**src/common/scg_regs.vh**
```
// Register map, field positions and reset values for the strap
// capture and general-purpose pin block. Assumes a 32-bit APB slave, word offsets.
`ifndef SCG_REGS_VH
`define SCG_REGS_VH

`define SCG_NPINS          16
`define SCG_OFS_STRAP      12'h000
`define SCG_OFS_DIR        12'h004
`define SCG_OFS_OUT        12'h008
`define SCG_OFS_IN         12'h00c
`define SCG_OFS_RISE_EN    12'h010
`define SCG_OFS_FALL_EN    12'h014
`define SCG_OFS_IRQ_STAT   12'h018
`define SCG_OFS_IRQ_MASK   12'h01c
`define SCG_OFS_DMA_EN     12'h020
`define SCG_OFS_ROUTE      12'h024
`define SCG_OFS_STATUS     12'h028

`define SCG_DIR_RESET      16'h0000
`define SCG_OUT_RESET      16'h0000
`define SCG_PULL_UP        16'h0001
`define SCG_PULL_DOWN      16'hfffe
`define SCG_RIO_MASK       16'h0030

`define SCG_F_ENDIAN       0
`define SCG_F_BOOT_LO      1
`define SCG_F_BOOT_HI      3
`define SCG_F_CFG_LO       4
`define SCG_F_CFG_HI       10
`define SCG_F_PLL_LO       11
`define SCG_F_PLL_HI       13
`define SCG_F_PCIE_LO      14
`define SCG_F_PCIE_HI      15

`define SCG_ST_CAPTURED    0
`define SCG_ST_RELEASED    1

`define SCG_NCORES         4
`define SCG_ROUTE_W        2

`endif

```
**src/design/scg_strap_gpio.v**
```verilog
// Strap capture at full-reset release, then general-purpose pin function with
// edge interrupts and DMA events. Assumes APB master on pclk and board pads
// resolved outside from the pad_out / pad_oe / pad_pull signals.
// Straps are only ever taken on a full reset release, never on warm reset.
//
// The implementer's own choices: the address map and the APB slave port.
`timescale 1ns/1ns
`include "scg_regs.vh"

// Function
// - Strap levels on all pins are captured when full reset goes from low to high.
// - After full reset release and successful boot all pins but 4 and 5 become general-purpose pins.
// - Every pin is enabled at power-up and defaults to input with its driver off.
// - Every pin but 4 and 5 can raise an interrupt on irq, a DMA event routed to any core, or both.
// - Straps decode to endian, boot device, device config, PLL or I2C, and PCIe role.
// - Pins 4 and 5 keep the RapidIO identifier function and never become general pins.
// - After boot each pin takes its default state unless software configured it.
// - Pin 0 has a weak pull-up and pins 1 to 15 weak pull-downs as strap defaults.
// - Warm reset alone does not recapture straps and keeps the captured values.
// - Captured straps sit in a readable strap register that survives warm reset.
module scg_strap_gpio (
  input  wire        pclk,               // System clock
  input  wire        presetn,            // Power-on reset, async, low
  input  wire        clk_en,             // Freezes all state when low
  input  wire        full_reset_n,       // Full reset pin, async
  input  wire        warm_reset_n,       // Warm reset, same clock domain
  input  wire        boot_done,          // Boot loader finished, same domain
  input  wire [15:0] pad_in,             // Pin levels, async
  output reg  [15:0] pad_out,            // Pin output values
  output reg  [15:0] pad_oe,             // Pin output enables
  output wire [15:0] pad_pull_up,        // Weak pull-up enables
  output wire [15:0] pad_pull_dn,        // Weak pull-down enables
  output reg         reset_status_out_n, // Low while reset in progress
  output reg         endian_strap,       // High little endian
  output reg  [2:0]  boot_select_strap,  // Boot device
  output reg  [6:0]  dev_cfg_strap,      // Device configuration
  output reg  [2:0]  pll_i2c_strap,      // PLL multiplier or I2C option
  output reg  [1:0]  pcie_role_strap,    // Endpoint or root complex
  output reg  [1:0]  rapidio_id_strap,   // RapidIO identifier, strap copy until hand-over, then live pins
  output reg  [3:0]  dma_event,          // One-cycle event per core
  output wire        irq,                // Level interrupt
  input  wire [11:0] paddr,              // APB address
  input  wire        psel,               // APB select
  input  wire        penable,            // APB enable
  input  wire        pwrite,             // APB direction
  input  wire [31:0] pwdata,             // APB write data
  output wire        pready,             // APB ready
  output reg  [31:0] prdata,             // APB read data
  output wire        pslverr             // APB error
);

  reg  [1:0]  full_sync;
  reg         full_seen;
  reg  [15:0] in_s1;
  reg  [15:0] in_s2;
  reg  [15:0] in_last;
  reg  [15:0] strap;
  reg         captured;
  reg  [1:0]  hs;
  reg  [1:0]  next_hs;
  wire        released;
  wire [15:0] next_pad_out;
  wire [15:0] next_pad_oe;
  reg  [15:0] dir;
  reg  [15:0] outv;
  reg  [15:0] rise_en;
  reg  [15:0] fall_en;
  reg  [15:0] irq_stat;
  reg  [15:0] irq_mask;
  reg  [15:0] dma_en;
  reg  [31:0] route;
  wire [15:0] edge_hit;
  wire [63:0] pin_dma;
  reg  [15:0] next_irq_stat;
  reg  [3:0]  next_dma;
  reg  [31:0] next_prdata;
  integer     i;
  genvar      g;

  // Hand-over states; GPIO survives warm reset on purpose
  localparam [1:0] HS_WAIT = 2'b00;
  localparam [1:0] HS_BOOT = 2'b01;
  localparam [1:0] HS_GPIO = 2'b10;

  wire        wr = psel & penable & pwrite & clk_en;
  wire        rd = psel & ~penable & ~pwrite;
  wire [15:0] gp_pins = ~`SCG_RIO_MASK;
  wire [15:0] gp_live = released ? gp_pins : 16'h0000;

  // One-hot register decode, shared by error and write logic
  function [10:0] reg_sel;
    input [11:0] a;
    begin
      case (a)
        `SCG_OFS_STRAP:    reg_sel = 11'h001;
        `SCG_OFS_DIR:      reg_sel = 11'h002;
        `SCG_OFS_OUT:      reg_sel = 11'h004;
        `SCG_OFS_IN:       reg_sel = 11'h008;
        `SCG_OFS_RISE_EN:  reg_sel = 11'h010;
        `SCG_OFS_FALL_EN:  reg_sel = 11'h020;
        `SCG_OFS_IRQ_STAT: reg_sel = 11'h040;
        `SCG_OFS_IRQ_MASK: reg_sel = 11'h080;
        `SCG_OFS_DMA_EN:   reg_sel = 11'h100;
        `SCG_OFS_ROUTE:    reg_sel = 11'h200;
        `SCG_OFS_STATUS:   reg_sel = 11'h400;
        default:           reg_sel = 11'h000;
      endcase
    end
  endfunction

  // Core number to one-hot event lines
  function [3:0] core_sel;
    input [1:0] c;
    begin
      case (c)
        2'b00:   core_sel = 4'h1;
        2'b01:   core_sel = 4'h2;
        2'b10:   core_sel = 4'h4;
        default: core_sel = 4'h8;
      endcase
    end
  endfunction

  // Unmapped offsets give an error and read zero
  wire [10:0] sel = reg_sel(paddr);

  assign pready  = 1'b1;
  assign pslverr = psel & penable & ~(|sel);
  assign irq     = |(irq_stat & irq_mask);

  assign pad_pull_up = `SCG_PULL_UP;
  assign pad_pull_dn = `SCG_PULL_DOWN;

  always @(posedge pclk or negedge presetn) begin
    if (!presetn) begin
      full_sync <= 2'b00;
      in_s1     <= 16'h0000;
      in_s2     <= 16'h0000;
    end else if (clk_en) begin
      full_sync <= {full_sync[0], full_reset_n};
      in_s1     <= pad_in;
      in_s2     <= in_s1;
    end
  end

  // warm reset never touches the strap copy
  always @(posedge pclk or negedge presetn) begin
    if (!presetn) begin
      full_seen <= 1'b0;
      strap     <= 16'h0000;
      captured  <= 1'b0;
    end else if (clk_en) begin
      full_seen <= full_sync[1];
      if (!full_sync[1]) begin
        captured <= 1'b0;
      end else if (!full_seen) begin
        strap    <= in_s2;
        captured <= 1'b1;
      end
    end
  end

  always @(posedge pclk or negedge presetn) begin
    if (!presetn) begin
      endian_strap      <= 1'b0;
      boot_select_strap <= 3'h0;
      dev_cfg_strap     <= 7'h00;
      pll_i2c_strap     <= 3'h0;
      pcie_role_strap   <= 2'h0;
      rapidio_id_strap  <= 2'h0;
    end else if (clk_en) begin
      endian_strap      <= strap[`SCG_F_ENDIAN];
      boot_select_strap <= strap[`SCG_F_BOOT_HI:`SCG_F_BOOT_LO];
      dev_cfg_strap     <= strap[`SCG_F_CFG_HI:`SCG_F_CFG_LO];
      pll_i2c_strap     <= strap[`SCG_F_PLL_HI:`SCG_F_PLL_LO];
      pcie_role_strap   <= strap[`SCG_F_PCIE_HI:`SCG_F_PCIE_LO];
      // identifier pins follow the live pads once handed over, the strap copy before
      rapidio_id_strap  <= released ? in_s2[5:4] : strap[5:4];
    end
  end

  // hand over after release and boot
  always @* begin
    next_hs = hs;
    case (hs)
      HS_WAIT: begin
        if (full_sync[1] && warm_reset_n && captured) begin
          next_hs = boot_done ? HS_GPIO : HS_BOOT;
        end
      end
      // Warm reset only holds off the boot exit
      HS_BOOT: begin
        if (!full_sync[1]) begin
          next_hs = HS_WAIT;
        end else if (warm_reset_n && boot_done) begin
          next_hs = HS_GPIO;
        end
      end
      // Full reset low always drops back to waiting
      HS_GPIO: begin
        if (!full_sync[1]) begin
          next_hs = HS_WAIT;
        end
      end
      default: next_hs = HS_WAIT;
    endcase
  end

  assign released = (hs == HS_GPIO);

  always @(posedge pclk or negedge presetn) begin
    if (!presetn) begin
      hs                 <= HS_WAIT;
      reset_status_out_n <= 1'b0;
    end else if (clk_en) begin
      hs <= next_hs;
      if (!full_sync[1] || !warm_reset_n) begin
        reset_status_out_n <= 1'b0;
      end else begin
        reset_status_out_n <= released;
      end
    end
  end

  generate
    for (g = 0; g < `SCG_NPINS; g = g + 1) begin : g_drive
      assign next_pad_out[g] = outv[g] & gp_live[g];
      assign next_pad_oe[g]  = dir[g] & gp_live[g];
    end
  endgenerate

  always @(posedge pclk or negedge presetn) begin
    if (!presetn) begin
      pad_out <= `SCG_OUT_RESET;
      pad_oe  <= `SCG_DIR_RESET;
    end else if (clk_en) begin
      pad_out <= next_pad_out;
      pad_oe  <= next_pad_oe;
    end
  end

  // per-pin edge detect and event routing
  // Edges only count once the pin is handed over
  generate
    for (g = 0; g < `SCG_NPINS; g = g + 1) begin : g_pin
      wire rise_g = in_s2[g] & ~in_last[g] & rise_en[g];
      wire fall_g = ~in_s2[g] & in_last[g] & fall_en[g];
      assign edge_hit[g]       = gp_live[g] & (rise_g | fall_g);
      assign pin_dma[4*g +: 4] = (edge_hit[g] & dma_en[g]) ? core_sel(route[2*g +: 2]) : 4'h0;
    end
  endgenerate

  // status sets win over a same-cycle clear
  always @* begin
    next_irq_stat = irq_stat;
    if (wr && sel[6]) begin
      next_irq_stat = irq_stat & ~pwdata[15:0];
    end
    next_irq_stat = next_irq_stat | edge_hit;
    next_dma      = 4'h0;
    // Several pins may hit one core in a cycle
    for (i = 0; i < `SCG_NPINS; i = i + 1) begin
      next_dma = next_dma | pin_dma[4*i +: 4];
    end
  end

  always @(posedge pclk or negedge presetn) begin
    if (!presetn) begin
      dir      <= `SCG_DIR_RESET;
      outv     <= `SCG_OUT_RESET;
      rise_en  <= 16'h0000;
      fall_en  <= 16'h0000;
      irq_stat <= 16'h0000;
      irq_mask <= 16'h0000;
      dma_en   <= 16'h0000;
      route    <= 32'h00000000;
      in_last  <= 16'h0000;
      dma_event <= 4'h0;
    end else if (clk_en) begin
      in_last   <= in_s2;
      irq_stat  <= next_irq_stat;
      dma_event <= next_dma;
      // Identifier pins 4 and 5 can never be set as outputs
      if (wr && sel[1]) begin
        dir <= pwdata[15:0] & gp_pins;
      end
      if (wr && sel[2]) begin
        outv <= pwdata[15:0] & gp_pins;
      end
      if (wr && sel[4]) begin
        rise_en <= pwdata[15:0];
      end
      if (wr && sel[5]) begin
        fall_en <= pwdata[15:0];
      end
      if (wr && sel[7]) begin
        irq_mask <= pwdata[15:0];
      end
      if (wr && sel[8]) begin
        dma_en <= pwdata[15:0];
      end
      if (wr && sel[9]) begin
        route <= pwdata;
      end
    end
  end

  always @* begin
    case (paddr)
      `SCG_OFS_STRAP:    next_prdata = {16'h0000, strap};
      `SCG_OFS_DIR:      next_prdata = {16'h0000, dir};
      `SCG_OFS_OUT:      next_prdata = {16'h0000, outv};
      `SCG_OFS_IN:       next_prdata = {16'h0000, in_s2};
      `SCG_OFS_RISE_EN:  next_prdata = {16'h0000, rise_en};
      `SCG_OFS_FALL_EN:  next_prdata = {16'h0000, fall_en};
      `SCG_OFS_IRQ_STAT: next_prdata = {16'h0000, irq_stat};
      `SCG_OFS_IRQ_MASK: next_prdata = {16'h0000, irq_mask};
      `SCG_OFS_DMA_EN:   next_prdata = {16'h0000, dma_en};
      `SCG_OFS_ROUTE:    next_prdata = route;
      `SCG_OFS_STATUS:   next_prdata = {30'h0, released, captured};
      default:           next_prdata = 32'h00000000;
    endcase
  end

  // Data latched in setup so it stands through the access cycle
  always @(posedge pclk or negedge presetn) begin
    if (!presetn) begin
      prdata <= 32'h00000000;
    end else if (clk_en && rd) begin
      prdata <= next_prdata;
    end
  end

endmodule

```
**config.mk**
```make
export PLATFORM = sky130hd
export DESIGN_NAME = scg_strap_gpio
export DESIGN_NICKNAME = d
export VERILOG_FILES = /design/src/design/scg_strap_gpio.v
export VERILOG_INCLUDE_DIRS = /design/src /design/src/common
export SDC_FILE = /design/constraint.sdc
export NUM_CORES = 1
export LEC_CHECK = 0
export BUFFER_PORTS_ARGS = -buffer_cell sky130_fd_sc_hd__buf_2
export CAP_MARGIN = 5
export CORE_MARGIN = 10
export CORE_UTILIZATION = 52
export CTS_CLUSTER_DIAMETER = 80
export CTS_CLUSTER_SIZE = 30
export DETAILED_ROUTE_END_ITERATION = 10
export PLACE_DENSITY = 0.76
export SLEW_MARGIN = 20
export SYNTH_ARGS = -nofsm -noshare
export SYNTH_HDL_FRONTEND = slang
export SYNTH_SLANG_ARGS = --single-unit
```
**constraint.sdc**
```tcl
create_clock -name pclk -period 3 [get_ports pclk]
set_clock_uncertainty 0.05 [all_clocks]
set_input_delay 0.9 -clock pclk [delete_from_list [all_inputs] [get_ports pclk]]
set_output_delay 0.9 -clock pclk [all_outputs]
set_load 0.005 [all_outputs]
```
==> flow_summary.ini <==
[critical_path]
critPathLaunch = irq_stat[15]
endpoint_kind = output pin
r2r_slack_ns = 0.61
required_ns = 2.05
r2r_cells = 5
critical_path_arrival_ns = 2.01
path_max_fanout = 3
start_kind = flop
timing.rr.start = hs[1]
path_class = reg -> out
critical_path.endpoint = irq
r2r_end = dma_event[2]

[drt]
wire_per_inst_um = 27.1
via_per_inst = 6.37
ant_nets = 0
drtIter0Drc = 1347
drc = 0
drtPass1Iterations = 5
totalWireLength_mm = 45.1
vias = 10608

[floorplan]
num_io_pins = 191
rows = 60
initial_core_util_pct = 52.5
die_h_um = 185
coreArea_sq_um = 26800
die-area_sq_um = 34100
die_w_um = 185

[synth]
synthCells = 1140
synth_area_sq_um = 14100
synth_edf_count = 0
synth-seq-cells = 291
netlist.area_leader.share_pct = 51.7
synth_top_flop_cell = dfrtp_1
yosys-top-cells-area = dfrtp_1 52%, mux2_2 13%, a22o_1 2.5%
ys_types = 80
ys_seq_area_share_pct = 51.7
synthSimpleGateAreaFrac_pct = 11.0
synthArstFlopShare_pct = 100
synth.most_common_cell = dfrtp_1
synth_top_family_by_area = multiplexers
synth_fa_ha_area_share_pct = 0
synth_xor_area_share_pct = 0
synth_mux_area_share_pct = 19.9
synth_compound_area_share_pct = 12.4
yosys_warnings = 0
synth.avg_cell_area_sq_um = 12.4
yosys.area.top_type = dfrtp_1
ys_top_cells_by_count = 291 x dfrtp_1, 166 x mux2_2, 87 x nand2_1

[power]
power_density_nw_per_um2 = 500
p_total_mw = 8.02
ir_drop_v = 0.000564
p_leak_nw = 7.55

[job]
maxCapViolCount = 0

[layout]
syn_to_final_growth_pct = 13.9
fillCellCount = 2210
n_antenna_cell = 0
nets = 1388
drive_above_1_share_pct = 35.4
regArea_sq_um = 7280
fin_cells = 1666
multi_input_comb_area_sq_um = 6250

[timing]
period_minus_slack_ns = 2.96
maxSlewHeadroom_pct = 28.2
maxSlewViolCount = 0
fin_crit_sh_pct = 98.6
hold_viol = 0
worst-slew-pin-transition_ns = 1.07
final-setup-viol-count = 0
timing.hold.ws_ns = 0.322
worst_slack_ns = 0.0426
rsz0062_at_grt = no
fmax_mhz = 338

[placement]
dp_hpwl_mm = 34.0
gp_congestion = 1.00
io_buffers = 153
place_ws_ns = -0.0580
placedCellCount = 1643

[global_route]
busiest_layer = met2
use_met1_pct = 37.9
antenna_found_initial = 0
grt_util_met3_pct = 6.67
grtUsageMet2_pct = 38.1
grt_pass1_vias = 10587
grt_usage_pct = 26.3
grt-ovfl-total = 0
grt_pass1_wl_mm = 68.1
grt_max_degree = 102

[cts]
clockBufferDepth = 3
postCtsSetupRepairBufs = 0
clkTransAtPathRegs_ns = 0.10
clk_latency_ns = 0.52
cts_root_buf = clkbuf_16
cts_tree = yes
cts.sinks = 291
cts_hold_buf = 0
numCtsBuffers = 15
cts_htree_levels = 1

[worst_hold_path]
min_path_type = in -> async

[status]
status = completed
stage by stage:
step | TNS, ns | util [%] | cell area (sq um)
floorplan | 0 | - | 14200
global placement | -0.0238 | 58.0 | 15500
detailed placement | -0.502 | 58.0 | 15500
CTS | 0 | 59.8 | 16000
global route | 0 | 59.9 | 16000
finish | 0 | 59.9 | 16000
placed cells by master (no fill, tap or decap), types with 21 or more instances in the layout:
master / count
conb_1: 37
mux2i_1: 21
o21ai_0: 34
nor2_1: 25
mux2_2: 166
mux2_1: 24
o2bb2ai_1: 36
buf_2: 151
nand2_1: 87
a22o_1: 40
buf_4: 64
nand3_1: 26
dfrtp_1: 291
where the power goes:
group,internal [mW],switching [mW],total (mW)
clock network,1.07,1.38,2.45
logic,0.489,0.546,1.04
registers,4.22,0.309,4.53
total,5.78,2.24,8.02
worst min path at each step:
stage,start,endpoint,slack (ns),depth (start not counted)
after floorplan,full_sync[0],full_sync[1],0.40,2
after global placement,prdata[2],prdata[2],0.40,2
after detailed placement,prdata[3],prdata[3],0.41,1
after CTS,presetn,route[21],0.34,1
after global routing,presetn,prdata[13],0.35,1
final,presetn,prdata[27],0.32,1
per-layer routing:
| layer | share of wire, % | vias to the layer above |
|---|---|---|
| met1 | 44 | 5395 |
| met3 | 10 | 63 |
| li1 | - | 4584 |
| met2 | 43 | 566 |
| met4 | 3.2 | 0 |
| met5 | 0 | - |
flip-flops by register name, summed over array words and instances (netlist names), 16 cells and up:
| signal | flops |
|---|---|
| prdata | 32 |
| route | 32 |
| dma_en | 16 |
| fall_en | 16 |
| in_s1 | 16 |
| in_s2 | 16 |
| irq_mask | 16 |
| irq_stat | 16 |
| rise_en | 16 |
| strap | 16 |
critical path, stage by stage (launching register included):
cell	delay, ns
dfrtp_1	0.45
a22o_1	0.31
a221oi_1	0.40
nand4_1	0.20
buf_2	0.17
repair_timing:
action                     4_1_cts  5_1_grt
gates resized for setup          1        2
setup endpoints to repair        1        1
pin swaps                        0        1
cell families after synthesis:
group	count (synthesis)
flops	291
simple gates	267
mux	238
other cells	2
compound gates	223
buf+inv	119
cell type report:
class	count	share of cell area (%)
Clock buffer	15	2.34
Clock inverter	8	0.717
Inverter	16	0.374
Multi-Input combinational cell	765	39.0
Sequential cell	291	45.4
Tap cell	341	2.66
Timing Repair Buffer	230	9.54
No activity file was read; power rests on OpenSTA's default activity.
